===== src/common/afs_pkg.sv =====
// constants for the amplifier fault status and mask bank
package afs_pkg;
   // register offsets
   localparam logic [7:0] AFS_OFS_CHAN = 8'h70;
   localparam logic [7:0] AFS_OFS_GLOB_A = 8'h71;
   localparam logic [7:0] AFS_OFS_GLOB_B = 8'h72;
   localparam logic [7:0] AFS_OFS_WARN = 8'h73;
   localparam logic [7:0] AFS_OFS_MASK = 8'h74;
   localparam logic [7:0] AFS_OFS_LATCH = 8'h75;
   localparam logic [7:0] AFS_OFS_CLEAR = 8'h78;
   // reset values
   localparam logic [7:0] AFS_RST_STATUS = 8'h00;
   localparam logic [7:0] AFS_RST_MASK = 8'h00;
   localparam logic [7:0] AFS_RST_LATCH = 8'hF8;
   // writable bits of the mask register, bit 3 reads zero
   localparam logic [7:0] AFS_MASK_WMASK = 8'hF7;
   // fault report mask bit positions
   localparam int AFS_M_OTSD = 7;
   localparam int AFS_M_DVDD_UV = 6;
   localparam int AFS_M_DVDD_OV = 5;
   localparam int AFS_M_CLK = 4;
   localparam int AFS_M_PVDD = 2;
   localparam int AFS_M_DC = 1;
   localparam int AFS_M_OC = 0;
   // latch enable register bit positions
   localparam int AFS_L_CBC_FAULT = 7;
   localparam int AFS_L_CBC_WARN = 6;
   localparam int AFS_L_CLK = 5;
   localparam int AFS_L_OTSD = 4;
   localparam int AFS_L_OTW = 3;
   localparam int AFS_L_MASK_OTW = 2;
   localparam int AFS_L_MASK_CBCW = 1;
   localparam int AFS_L_MASK_CBC = 0;
   // fault clear bit
   localparam int AFS_CLR_ANALOG = 7;
   // index of each asynchronous condition in the internal vector
   localparam int AFS_I_R_OC = 0;
   localparam int AFS_I_L_OC = 1;
   localparam int AFS_I_R_DC = 2;
   localparam int AFS_I_L_DC = 3;
   localparam int AFS_I_PVDD_UV = 4;
   localparam int AFS_I_PVDD_OV = 5;
   localparam int AFS_I_CLK = 6;
   localparam int AFS_I_OTSD = 7;
   localparam int AFS_I_L_CBC = 8;
   localparam int AFS_I_R_CBC = 9;
   localparam int AFS_I_L_CBCW = 10;
   localparam int AFS_I_R_CBCW = 11;
   localparam int AFS_I_OTW_A = 12;
   localparam int AFS_I_OTW_B = 13;
   localparam int AFS_I_OTW_C = 14;
   localparam int AFS_I_OTW_D = 15;
   localparam int AFS_I_DVDD_UV = 16;
   localparam int AFS_I_DVDD_OV = 17;
   localparam int AFS_NUM_IN = 18;
   // synchroniser depth
   localparam int AFS_SYNC_STAGES = 3;
endpackage


===== src/hdl/afs_bank.sv =====
// fault, warning and report mask register bank
// What this block does
// - DC faults in channel bits 3, 2
// - over-current faults in channel bits 1, 0
// - memory checksum error sets global A bit 7
// - failed coefficient write sets global A bit 6
// - boot load outcome in global A bit 5
// - cycle limit faults in global B bits 2, 1
// - shutdown in global B bit 0, rest zero
// - cycle limit warnings in warning bits 5, 4
// - four temperature warning levels in bits 0-3
// - mask bit 7 hides shutdown report
// - mask bits 6, 5 hide digital supply reports
// - mask bit 4 hides clock fault report
// - mask bit 2 hides power supply reports
// - mask bits 1, 0 hide DC, over-current
// - clear bit 7 clears latched analog faults
// - latch enables, bits 7 to 3 set at reset
module afs_bank
   import afs_pkg::*;
(
   // clock and reset
   input wire logic clk_sys,
   input wire logic sys_rst,
   // register port of the control bus
   input wire logic [7:0] reg_addr,
   input wire logic reg_wr,
   input wire logic [7:0] reg_wdata,
   input wire logic reg_rd,
   output logic [7:0] reg_rdata,
   output logic reg_rvalid,
   // asynchronous analog conditions, active high
   input wire logic left_overcurrent_flag,
   input wire logic right_overcurrent_flag,
   input wire logic left_dc_fault_flag,
   input wire logic right_dc_fault_flag,
   input wire logic power_supply_under_flag,
   input wire logic power_supply_over_flag,
   input wire logic clock_fault_flag,
   input wire logic overtemp_shutdown_flag,
   input wire logic left_cycle_limit_fault,
   input wire logic right_cycle_limit_fault,
   input wire logic left_cycle_limit_warning,
   input wire logic right_cycle_limit_warning,
   input wire logic overtemp_warn_level_a,
   input wire logic overtemp_warn_level_b,
   input wire logic overtemp_warn_level_c,
   input wire logic overtemp_warn_level_d,
   input wire logic digital_supply_under_flag,
   input wire logic digital_supply_over_flag,
   // conditions from on-chip digital logic, same clock
   input wire logic otp_checksum_error,
   input wire logic coef_write_error,
   input wire logic boot_load_error,
   // fault and warning report outputs, active low
   output logic fault_report_n,
   output logic warn_report_n
);

   // timing of a fault input, counted in clock edges after it changes:
   //    edge 1  first stage takes the new level
   //    edge 2  second stage
   //    edge 3  third stage
   //    edge 4  stages two and three agree, live level changes
   //    edge 5  status bit set
   //    edge 6  report output changes, edge 5 for digital supply
   // timing of the register port:
   //    read    strobe taken at an edge, answer and valid loaded at that same edge
   //    write   register updated at the edge that takes the strobe
   //    clear   latched bits drop at that edge when the level is gone
   //    report  follows one edge after the status bits
   // latching summary:
   //    dc, over-current, power supply  always latched
   //    clock, cycle limit, shutdown    latched when enabled
   //    temperature warnings            latched when enabled
   //    memory, coefficient, boot       never latched
   //    digital supply                  no status bit at all
   // masking never changes a status bit, only the report
   // writes to the status offsets change nothing
   // all status and mask bits clear at reset

   // the whole bank lives in one packed state word
   // synchroniser stages, live levels, six registers,
   // the read answer and the two report outputs
   // everything moves on every clock edge, no enables
   typedef struct packed {
      // first stage, may go metastable, read only by stage two
      logic [AFS_NUM_IN-1:0] sync_a;
      // second and third stages, compared to filter one-edge blips
      logic [AFS_NUM_IN-1:0] sync_b;
      logic [AFS_NUM_IN-1:0] sync_c;
      // filtered levels, change only when stages two and three agree
      logic [AFS_NUM_IN-1:0] live;
      // status registers as seen by the host
      logic [7:0] chan;
      logic [7:0] glob_a;
      logic [7:0] glob_b;
      logic [7:0] warn;
      // host-written mask and latch enable registers
      logic [7:0] mask;
      logic [7:0] latch_en;
      // registered read answer and valid pulse
      logic [7:0] rdata;
      logic rvalid;
      // registered report levels, active low
      logic fault_n;
      logic warn_n;
   } afs_state_t;

   // cur is the registered state, next_st its next value
   afs_state_t cur;
   afs_state_t next_st;

   // raw_in gathers the asynchronous pins in index order
   logic [AFS_NUM_IN-1:0] raw_in;

   // sticky when enabled: a live condition always wins over a clear
   // a set condition always wins over a clear in the same cycle,
   // so a clear written while the fault is still present is lost;
   // the host must clear again once the condition has gone
   function automatic logic hold_bit(input logic live, input logic prev, input logic en, input logic clr);
      hold_bit = live | (prev & en & ~clr);
   endfunction

   // one decode for every host write to a given offset
   function automatic logic wr_hit(input logic wr, input logic [7:0] a, input logic [7:0] ofs);
      wr_hit = wr && (a == ofs);
   endfunction

   // gather asynchronous conditions into one vector
   // fixed mapping keeps the index constants in one place
   // the vector is only ever read by the first stage
   always_comb
   begin
      raw_in = '0;
      raw_in[AFS_I_R_OC] = right_overcurrent_flag;
      raw_in[AFS_I_L_OC] = left_overcurrent_flag;
      raw_in[AFS_I_R_DC] = right_dc_fault_flag;
      raw_in[AFS_I_L_DC] = left_dc_fault_flag;
      raw_in[AFS_I_PVDD_UV] = power_supply_under_flag;
      raw_in[AFS_I_PVDD_OV] = power_supply_over_flag;
      raw_in[AFS_I_CLK] = clock_fault_flag;
      raw_in[AFS_I_OTSD] = overtemp_shutdown_flag;
      raw_in[AFS_I_L_CBC] = left_cycle_limit_fault;
      raw_in[AFS_I_R_CBC] = right_cycle_limit_fault;
      raw_in[AFS_I_L_CBCW] = left_cycle_limit_warning;
      raw_in[AFS_I_R_CBCW] = right_cycle_limit_warning;
      raw_in[AFS_I_OTW_A] = overtemp_warn_level_a;
      raw_in[AFS_I_OTW_B] = overtemp_warn_level_b;
      raw_in[AFS_I_OTW_C] = overtemp_warn_level_c;
      raw_in[AFS_I_OTW_D] = overtemp_warn_level_d;
      raw_in[AFS_I_DVDD_UV] = digital_supply_under_flag;
      raw_in[AFS_I_DVDD_OV] = digital_supply_over_flag;
   end

   // next state: synchroniser, host writes, status, reports, read
   // written as one process so that every field has one driver
   always_comb
   begin
      logic clr;
      logic [AFS_NUM_IN-1:0] lv;
      logic [7:0] m;
      logic [7:0] le;
      logic fault_any;
      logic warn_any;
      clr = 1'b0;
      lv = '0;
      m = '0;
      le = '0;
      fault_any = 1'b0;
      warn_any = 1'b0;
      next_st = cur;
      // three-stage synchroniser, a change counts once stages two and three agree
      // a one-edge blip, which is never in stages two and three at once,
      // never becomes live, so short glitches on the analog side
      // cannot latch a fault; the cost is four edges of delay
      // live holds its old level while stages two and three disagree
      next_st.sync_a = raw_in;
      next_st.sync_b = cur.sync_a;
      next_st.sync_c = cur.sync_b;
      for (int i = 0; i < AFS_NUM_IN; i++)
      begin
         if (cur.sync_b[i] == cur.sync_c[i])
         begin
            next_st.live[i] = cur.sync_c[i];
         end
      end
      lv = cur.live;
      m = cur.mask;
      le = cur.latch_en;
      // write-only clear pulse, never stored
      // the clear bit is never stored, so it reads back as zero
      // and a second write is needed for a fault still present
      clr = wr_hit(reg_wr, reg_addr, AFS_OFS_CLEAR) && reg_wdata[AFS_CLR_ANALOG];
      // writable registers; status writes fall through and are ignored
      // mask bit 3 is reserved and is forced to zero on write
      // the latch enable register keeps all eight bits
      if (wr_hit(reg_wr, reg_addr, AFS_OFS_MASK))
      begin
         next_st.mask = reg_wdata & AFS_MASK_WMASK;
      end
      if (wr_hit(reg_wr, reg_addr, AFS_OFS_LATCH))
      begin
         next_st.latch_en = reg_wdata;
      end
      // channel faults, always latched until cleared
      // these have no latch enable, they always hold until cleared
      next_st.chan = AFS_RST_STATUS;
      next_st.chan[3] = hold_bit(lv[AFS_I_L_DC], cur.chan[3], 1'b1, clr);
      next_st.chan[2] = hold_bit(lv[AFS_I_R_DC], cur.chan[2], 1'b1, clr);
      next_st.chan[1] = hold_bit(lv[AFS_I_L_OC], cur.chan[1], 1'b1, clr);
      next_st.chan[0] = hold_bit(lv[AFS_I_R_OC], cur.chan[0], 1'b1, clr);
      // global A: digital errors follow their sources, power supply latches, clock latches when enabled
      // memory, coefficient and boot errors are level copies of
      // same-clock sources, so they need no synchroniser and no clear
      next_st.glob_a = AFS_RST_STATUS;
      next_st.glob_a[7] = otp_checksum_error;
      next_st.glob_a[6] = coef_write_error;
      next_st.glob_a[5] = boot_load_error;
      next_st.glob_a[2] = hold_bit(lv[AFS_I_CLK], cur.glob_a[2], le[AFS_L_CLK], clr);
      next_st.glob_a[1] = hold_bit(lv[AFS_I_PVDD_OV], cur.glob_a[1], 1'b1, clr);
      next_st.glob_a[0] = hold_bit(lv[AFS_I_PVDD_UV], cur.glob_a[0], 1'b1, clr);
      // global B, bits 7..3 stay zero
      // cycle limit and shutdown latch only while enabled
      next_st.glob_b = AFS_RST_STATUS;
      next_st.glob_b[2] = hold_bit(lv[AFS_I_R_CBC], cur.glob_b[2], le[AFS_L_CBC_FAULT], clr);
      next_st.glob_b[1] = hold_bit(lv[AFS_I_L_CBC], cur.glob_b[1], le[AFS_L_CBC_FAULT], clr);
      next_st.glob_b[0] = hold_bit(lv[AFS_I_OTSD], cur.glob_b[0], le[AFS_L_OTSD], clr);
      // warnings
      // with the latch enable low the bits follow the live level
      next_st.warn = AFS_RST_STATUS;
      next_st.warn[5] = hold_bit(lv[AFS_I_L_CBCW], cur.warn[5], le[AFS_L_CBC_WARN], clr);
      next_st.warn[4] = hold_bit(lv[AFS_I_R_CBCW], cur.warn[4], le[AFS_L_CBC_WARN], clr);
      next_st.warn[3] = hold_bit(lv[AFS_I_OTW_D], cur.warn[3], le[AFS_L_OTW], clr);
      next_st.warn[2] = hold_bit(lv[AFS_I_OTW_C], cur.warn[2], le[AFS_L_OTW], clr);
      next_st.warn[1] = hold_bit(lv[AFS_I_OTW_B], cur.warn[1], le[AFS_L_OTW], clr);
      next_st.warn[0] = hold_bit(lv[AFS_I_OTW_A], cur.warn[0], le[AFS_L_OTW], clr);
      // report gating only; status bits above are never masked
      // the fault report sums every unmasked analog fault source;
      // digital supply conditions have no status bit and
      // feed only this report, straight from the live level
      // the cycle limit report mask lives in the latch register
      // shutdown, clock, power supply, dc and over-current use the
      // status bits, so a report stays until the host clears, for shutdown and clock only while latched
      fault_any = (cur.glob_b[0] & ~m[AFS_M_OTSD])
         | (lv[AFS_I_DVDD_UV] & ~m[AFS_M_DVDD_UV])
         | (lv[AFS_I_DVDD_OV] & ~m[AFS_M_DVDD_OV])
         | (cur.glob_a[2] & ~m[AFS_M_CLK])
         | ((cur.glob_a[1] | cur.glob_a[0]) & ~m[AFS_M_PVDD])
         | ((cur.chan[3] | cur.chan[2]) & ~m[AFS_M_DC])
         | ((cur.chan[1] | cur.chan[0]) & ~m[AFS_M_OC])
         | ((cur.glob_b[2] | cur.glob_b[1]) & ~le[AFS_L_MASK_CBC]);
      // warnings are masked by bits of the latch register
      warn_any = ((cur.warn[5] | cur.warn[4]) & ~le[AFS_L_MASK_CBCW])
         | ((|cur.warn[3:0]) & ~le[AFS_L_MASK_OTW]);
      next_st.fault_n = ~fault_any;
      next_st.warn_n = ~warn_any;
      // registered read answer, unmapped offsets read zero
      // the answer stands until the next read; valid is one pulse
      // a read and a write in the same cycle return the old value
      next_st.rvalid = reg_rd;
      if (reg_rd)
      begin
         // unmapped offsets, including the clear register, read zero
         case (reg_addr)
            AFS_OFS_CHAN: next_st.rdata = cur.chan;
            AFS_OFS_GLOB_A: next_st.rdata = cur.glob_a;
            AFS_OFS_GLOB_B: next_st.rdata = cur.glob_b;
            AFS_OFS_WARN: next_st.rdata = cur.warn;
            AFS_OFS_MASK: next_st.rdata = cur.mask;
            AFS_OFS_LATCH: next_st.rdata = cur.latch_en;
            default: next_st.rdata = 8'h00;
         endcase
      end
   end

   // state register, cleared at reset except latch enables and reports
   // the reset branch loads constants only
   // report outputs idle high, latch enables idle with bits 7 to 3 set
   // the struct is cleared as a whole, then fields with nonzero
   // reset values are overridden; later assignments win
   always_ff @(posedge clk_sys or posedge sys_rst)
   begin
      if (sys_rst)
      begin
         cur <= '0;
         cur.mask <= AFS_RST_MASK;
         cur.latch_en <= AFS_RST_LATCH;
         cur.fault_n <= 1'b1;
         cur.warn_n <= 1'b1;
      end
      else
      begin
         cur <= next_st;
      end
   end

   // outputs straight from flip-flops
   // no logic between the state register and the pins
   assign reg_rdata = cur.rdata;
   assign reg_rvalid = cur.rvalid;
   assign fault_report_n = cur.fault_n;
   assign warn_report_n = cur.warn_n;

endmodule


===== config.mk =====
export PLATFORM = sky130hd
export DESIGN_NAME = afs_bank
export DESIGN_NICKNAME = d
export VERILOG_FILES = /design/src/common/afs_pkg.sv /design/src/hdl/afs_bank.sv
export SDC_FILE = /design/constraint.sdc
export NUM_CORES = 1
export LEC_CHECK = 0
export BUFFER_PORTS_ARGS = -buffer_cell sky130_fd_sc_hd__buf_2
export CAP_MARGIN = 20
export CORE_ASPECT_RATIO = 1.25
export CORE_MARGIN = 1.5
export CORE_UTILIZATION = 35
export DETAILED_ROUTE_END_ITERATION = 16
export PLACE_DENSITY_LB_ADDON = 0.25
export SLEW_MARGIN = 20
export SYNTH_ARGS = -nofsm -noshare
export SYNTH_HDL_FRONTEND = slang
export SYNTH_SLANG_ARGS = --single-unit
export TNS_END_PERCENT = 50

===== constraint.sdc =====
create_clock -name clk_sys -period 5.55 [get_ports clk_sys]
set_input_delay 0.2775 -clock clk_sys [delete_from_list [all_inputs] [get_ports clk_sys]]
set_output_delay 0.2775 -clock clk_sys [all_outputs]
set_load 0.02 [all_outputs]

==> results.sh, run 1 <==
export IMPL_yosys_warnings=0
export IMPL_final_cell_mix="110 x dfrtp_1, 51 x buf_2, 22 x dlygate4sd3_1"
export IMPL_async_flop_share=1.000
export IMPL_period_needed_ns=1.772
export IMPL_worst_path_max_fanout=65
export IMPL_clock_sinks=117
export IMPL_antenna_found_initial=0
export IMPL_slew_limit_headroom=0.4810
export IMPL_synth_avg_cell_area_um2=16.26
export IMPL_cts_tree="done"
export IMPL_wirelength_um=7536
export IMPL_routedWlPerCell_um=14.83
export IMPL_power_leakage_nw=2.358
export IMPL_drt_first_iter_violations=85
export IMPL_synth_cells=257
export IMPL_grt_pass1_wl_um=12540
export IMPL_cp_start_kind="input pin"
export IMPL_cts_buffers=17
export IMPL_grt_max_degree=66
export IMPL_ys_seq_area_frac=0.7027
export IMPL_fill_cells=1058
export IMPL_drive_gt1_frac=0.3631
export IMPL_max_vdd_ir_drop_v=0.0001575
export IMPL_ys_flop_type="dfrtp_1"
export IMPL_synth_edf_count=0
export IMPL_setup_viol=0
export IMPL_multiInputGateArea_mm2=0.001086
export IMPL_fmax_mhz=564.2
export IMPL_grt_pass1_vias=2397
export IMPL_path_cells="dlygate4sd3_1 -> buf_2 -> inv_4 -> buf_4"
export IMPL_cp_slowest_cell="buf_4"
export IMPL_synth_nets=298
export IMPL_die_width_um=100.7
export IMPL_status="finished clean"
export IMPL_end_kind="async pin"
export IMPL_die_area_mm2=0.01261
export IMPL_dieHeight_um=125.2
export IMPL_yosysUniqueCellTypes=38
export IMPL_final_common_cell="dfrtp_1"
export IMPL_viasPerCell=4.522
export IMPL_drc_errors=0
export IMPL_clock_path_buffers=2
export IMPL_ys_seq_elements=117
export IMPL_power_density_mw_per_mm2=394.4
export IMPL_firstDrtPassIters=4
export IMPL_maxSlewViolCount=0
export IMPL_placed_cells=454
export IMPL_port_buffers=51
export IMPL_clk_latency_ns=0.41
export IMPL_grt_usage=0.1338
export IMPL_clk_pin_slew_ns=0.05
export IMPL_rsz0062_at_grt="false"
export IMPL_syn_area_mm2=0.004179
export IMPL_num_vias=2297
export IMPL_cts_root_buf="clkbuf_16"
export IMPL_cp_top_family="buffers and inverters"
export IMPL_htree_num_levels=4
export IMPL_antenna_left=0
export IMPL_cts_repair_resized=0
export IMPL_timing_final_hold_violations=0
export IMPL_syn2layout_area_growth_pct=27.43
export IMPL_cp_arrival_ns=2.21
export IMPL_hold_class="in -> reg"
export IMPL_initial_core_util=0.3598
export IMPL_regArea_mm2=0.002937
export IMPL_period_share=0.3193
export IMPL_hpwl_um=4949
export IMPL_ios=52
export IMPL_tightestPinTransition_ns=0.7785
export IMPL_clock_skew_ns=0.01075
export IMPL_critPathKind="in -> async"
export IMPL_slowest_delay_ns=0.73
export IMPL_coreArea_mm2=0.01162
export IMPL_path_depth=4
export IMPL_routabilityCongestion=0.7589
export IMPL_finalNonFillerCells=508
export IMPL_std_cell_rows=44
export IMPL_cp_required_ns=5.98
export IMPL_holdPathStages=1
export IMPL_reg2reg_depth=3
export IMPL_overflow=0
export IMPL_r2r_slack_ns=4.40
export IMPL_antennaDiodeCount=0
export IMPL_drv_cap=0
export IMPL_path_buf_inv=4
export IMPL_layout_nets=375
export IMPL_setup_tns_final_ns=0
-- path summary, 6_finish.rpt --
| kind | from | end |
|---|---|---|
| setup / recovery | sys_rst | cur[11]$_DFFE_PP0P_ |
| hold / removal | reg_rd | reg_rvalid$_DFF_PP0_ |
| setup reg to reg | cur[48]$_DFF_PP0_ | reg_rdata[5]$_DFFE_PP0P_ |
| hold reg to reg | cur[117]$_DFF_PP0_ | cur[99]$_DFF_PP0_ |
| max in group clk_sys | reg_addr[7] | cur[24]$_DFFE_PP0P_ |
| min in group asynchronous | sys_rst | cur[124]$_DFF_PP0_ |
-- per-layer routing --
layer / track usage / vias up / wire length (µm)
met5: 0 / - / 0
met4: 0.06959 / 0 / 108
met3: 0.04919 / 8 / 398
met2: 0.1975 / 59 / 3625
met1: 0.1711 / 1152 / 3405
li1: - / 1078 / -
-- registers in the layout, summed over array words and instances, names as in the netlist --
| signal | flops |
|---|---|
| cur | 106 |
| reg_rdata | 8 |
| fault_report_n | 1 |
| reg_rvalid | 1 |
| warn_report_n | 1 |
-- timing repair --
item / in CTS / in global routing
endpoints found under the hold margin: 32 / 0
setup endpoints to repair: 0 / 0
setup buffers: 0 / 0
hold buffers: 22 / 0
-- cells by family (layout without fill, tap and decap cells) --
kind of cell               after synthesis  after routing  share of synthesized area
AOI/OAI and AO/OA                       40             40                    0.07485
adders and majority gates               18             18                    0.04311
buffers and inverters                   23            113                    0.03743
DFF                                    117            117                     0.7027
muxes                                   28             28                    0.08892
and+or+nand+nor                         31             31                    0.05300
-- worst register-to-register path, stage by stage, from the launching register on --
cell	delay, ns
dfrtp_1	0.38
mux2_2	0.27
a211oi_1	0.29
o2bb2ai_1	0.10
-- cells in the mapped netlist (3+ instances only) --
master / count / area share
nor2_1: 6 / 0.0054
a31o_1: 4 / 0.0084
a22oi_1: 5 / 0.0090
buf_4: 8 / 0.014
o2bb2ai_1: 4 / 0.0084
o22ai_1: 4 / 0.0060
nor2b_1: 4 / 0.0060
and4b_1: 4 / 0.0096
mux2_4: 15 / 0.054
dfrtp_1: 110 / 0.66
a21o_1: 6 / 0.011
inv_1: 7 / 0.0063
a31o_2: 6 / 0.013
mux2_2: 13 / 0.035
dfstp_2: 7 / 0.044
a32oi_1: 4 / 0.0084
buf_6: 5 / 0.013
maj3_1: 18 / 0.043
and3b_1: 3 / 0.0063
-- area by class of cell --
| class | count | area share |
|---|---|---|
| clock inverters | 8 | 0.01833 |
| multi-input cells | 117 | 0.2039 |
| well taps | 161 | 0.03783 |
| flip-flops and latches | 117 | 0.5515 |
| clock buffers | 24 | 0.09234 |
| repair buffers | 74 | 0.09070 |
| inverters | 7 | 0.005404 |
-- per-stage QoR --
stage / utilization / power, mW / hold WS [ns] / instance area (µm²) / setup slack [ns]
global placement: 0.3887 / 1.041 / 0.3335 / 4516 / 3.654
global route: 0.4584 / 2.193 / 0.02679 / 5325 / 3.513
finish: 0.4584 / 2.100 / 0.03205 / 5325 / 3.778
floorplan: - / 1.003 / 0.3089 / 4179 / 2.183
CTS: 0.4584 / 2.134 / 0.009591 / 5325 / 3.693
detailed placement: 0.3887 / 1.044 / 0.3347 / 4516 / 3.640
-- where the power goes --
| group | switching (mW) | total [mW] | internal (mW) |
|---|---|---|---|
| sequential | 0.0296 | 0.934 | 0.904 |
| combinational | 0.0481 | 0.106 | 0.0577 |
| clock | 0.356 | 1.06 | 0.705 |
| total | 0.433 | 2.10 | 1.67 |
Power figures use the tool's default switching activity.
==> run 2: changes to the inputs <==
--- a/config.mk
+++ b/config.mk
@@ -5,6 +5,7 @@
 export SDC_FILE = /design/constraint.sdc
 export NUM_CORES = 1
 export LEC_CHECK = 0
+export ABC_AREA = 1
 export BUFFER_PORTS_ARGS = -buffer_cell sky130_fd_sc_hd__buf_2
 export CAP_MARGIN = 20
 export CORE_ASPECT_RATIO = 1.25
==> constraint.sdc (replaced) <==
create_clock -name clk_sys -period 1.8 [get_ports clk_sys]
set_input_delay 0.09 -clock clk_sys [delete_from_list [all_inputs] [get_ports clk_sys]]
set_output_delay 0.09 -clock clk_sys [all_outputs]
set_load 0.02 [all_outputs]
==> run 2 against run 1 <==
Sequential power grew to 3.1 times the previous value. Cell area grew 3.5%. First-iteration DRC count up 28%. Sequential share of layout area shrank 1.9 points. Wire length grew 2.3%. Sequential cell count did not move. Non-clock buffer count increased by 13. Setup slack got worse by 3.1 ns. Clock skew decreased by 0.0066 ns. Utilization up 1.2 points. Clock power grew to 3.0 times the previous value. Synthesized cell count rose by 37%.
==> results.sh, run 2 <==
export IMPL_status="finished clean"
export IMPL_regMostFlops="cur"
export IMPL_period_needed_ns=1.153
export IMPL_power_density_mw_per_mm2=1155
export IMPL_die_area_mm2=0.01279
export IMPL_routedWlPerCell_um=12.56
export IMPL_yosys_warnings=0
export IMPL_synth_nets=392
export IMPL_clock_sinks=117
export IMPL_timing_final_hold_violations=0
export IMPL_synthAdderAreaFrac=0.04250
export IMPL_tightestPinTransition_ns=0.5602
export IMPL_yosys_area_top_type_share=0.6494
export IMPL_clk_pin_slew_ns=0.05
export IMPL_synth_avg_cell_area_um2=12.08
export IMPL_rsz0062_at_grt="false"
export IMPL_setup_slack_ns=0.6475
export IMPL_power_leakage_nw=2.740
export IMPL_drv_cap=0
export IMPL_worst_path_max_fanout=1
export IMPL_grt_pass1_vias=2758
export IMPL_overflow=0
export IMPL_port_buffers=51
export IMPL_die_width_um=101.4
export IMPL_firstDrtPassIters=4
export IMPL_wirelength_um=7710
export IMPL_end_kind="output pin"
export IMPL_grt_usage=0.1395
export IMPL_cp_start_kind="flip-flop"
export IMPL_synth_top_family_by_area="simple AND/OR/NAND/NOR gates"
export IMPL_drt_first_iter_violations=109
export IMPL_drive_gt1_frac=0.2539
export IMPL_hold_class="in -> reg"
export IMPL_antenna_left=0
export IMPL_std_cell_rows=44
export IMPL_drc_errors=0
export IMPL_path_cells="buf_2"
export IMPL_yosysTopAreaCell="dfrtp_1"
export IMPL_critPathKind="reg -> out"
export IMPL_clock_skew_ns=0.004184
export IMPL_ys_seq_area_frac=0.6927
export IMPL_antennaDiodeCount=0
export IMPL_setup_tns_final_ns=0
export IMPL_grt_pass1_wl_um=13410
export IMPL_htree_num_levels=4
export IMPL_max_vdd_ir_drop_v=0.0005325
export IMPL_grt_max_degree=56
export IMPL_slowest_delay_ns=0.51
export IMPL_dieHeight_um=126.0
export IMPL_routabilityCongestion=0.9328
export IMPL_async_flop_share=1.000
export IMPL_antenna_found_initial=0
export IMPL_viasPerCell=4.379
export IMPL_layout_nets=484
export IMPL_synth_area_top_cells="dfrtp_1 65%, nand2_1 5.7%, dfstp_2 4.3%, maj3_1 4.3%, nand3_1 3.5%"
export IMPL_ios=52
export IMPL_clock_path_buffers=2
export IMPL_cp_required_ns=1.71
export IMPL_num_vias=2689
export IMPL_yosys_area_share_xor_xnor=0
export IMPL_syn2layout_area_growth_pct=30.05
export IMPL_synth_cells=351
export IMPL_slew_limit_headroom=0.6258
export IMPL_cp_arrival_ns=1.06
export IMPL_dp_slack_ns=0.3790
export IMPL_final_cell_mix="110 x dfrtp_1, 64 x nand2_1, 51 x buf_2"
export IMPL_coreArea_mm2=0.01173
export IMPL_hpwl_um=5374
export IMPL_ys_flop_type="dfrtp_1"
export IMPL_cts_tree="done"
export IMPL_largest_reg_flops=106
export IMPL_synth_compound_area_frac=0.06316
export IMPL_ys_top_cells_by_count="110 x dfrtp_1, 64 x nand2_1, 30 x nand3_1, 26 x inv_1, 19 x nor2_1"
export IMPL_cp_slowest_cell="dfstp_2"
export IMPL_maxSlewViolCount=0
export IMPL_final_common_cell="dfrtp_1"
export IMPL_syn_area_mm2=0.004239
export IMPL_synth_simple_gate_area_frac=0.1485
export IMPL_setup_viol=0
export IMPL_path_buf_inv=1
export IMPL_cts_buffers=17
export IMPL_synth_edf_count=0
export IMPL_cts_root_buf="clkbuf_16"
export IMPL_clk_latency_ns=0.41
export IMPL_cp_top_family="flip-flops"
export IMPL_initial_core_util=0.3615
export IMPL_ys_seq_elements=117
export IMPL_synth_most_common_cell="dfrtp_1"
export IMPL_period_share=0.6403
export IMPL_synthMuxAreaShare=0
export IMPL_fmax_mhz=867.7
export IMPL_yosysUniqueCellTypes=28
-- run 2: changes by cell type in the layout (fill, tap and decap cells not counted), moves of 15 or more --
cell,before,now
nand2_1,2,64
nand3_1,2,30
inv_1,6,25
o21bai_1,0,16
mux2_4,15,0
-- run 2: final cells by class --
class	instances	area, µm²
flip-flops and latches	117	2937
fillers	1079	6213
multi-input cells	190	1077
repair buffers	87	618.1
clock buffers	25	515.5
clock inverters	4	45.04
inverters	30	118.9
well taps	161	201.4
-- run 2: repair_timing --
item,CTS,global route
hold buffers,32,0
buffers inserted,0,0
hold endpoints to repair,60,0
resized for setup,0,0
-- run 2: path summary, 6_finish.rpt --
kind                                          from                  endpoint  slack, ns  cells past startpoint
min reg2reg                     cur[119]$_DFF_PP0_        cur[101]$_DFF_PP0_       0.34                      0
max in group asynchronous                  sys_rst       cur[14]$_DFFE_PP1P_       0.81                      4
max reg2reg                      cur[35]$_DFF_PP0_  fault_report_n$_DFF_PP1_       0.70                      5
min                                    reg_addr[2]       cur[17]$_DFFE_PP1P_       0.24                      6
max                        warn_report_n$_DFF_PP1_             warn_report_n       0.65                      1
min in group asynchronous                  sys_rst        cur[113]$_DFF_PP0_       0.30                      3
-- run 2: kinds of logic after synthesis --
family / after synthesis
compound gates: 40
fa+ha+maj: 18
flops: 117
simple gates: 132
buf+inv: 44
-- run 2: power breakdown --
part,switching (mW),internal [mW],leakage [nW]
registers,0.0844,2.80,1.33
clock network,1.05,2.08,0.281
logic,0.181,0.166,1.13
-- run 2: layer usage --
layer  share of wire  GRT usage  up-vias
li1                -          -     1319
met1            0.44     0.1693     1282
met2            0.49     0.2179       71
met3           0.043    0.04717       17
met4           0.028    0.07435        0
met5               0          0        -
-- run 2: metrics by stage --
step	total power [mW]	cells	hold slack [ns]	area [µm²]	utilization
after floorplan	3.095	351	0.1214	4243	-
after global placement	3.221	553	0.1749	4632	0.3950
after detailed placement	3.233	553	0.1889	4632	0.3950
after CTS	6.457	614	0.2351	5513	0.4701
after global routing	6.643	614	0.2976	5513	0.4701
final	6.369	614	0.2416	5513	0.4701
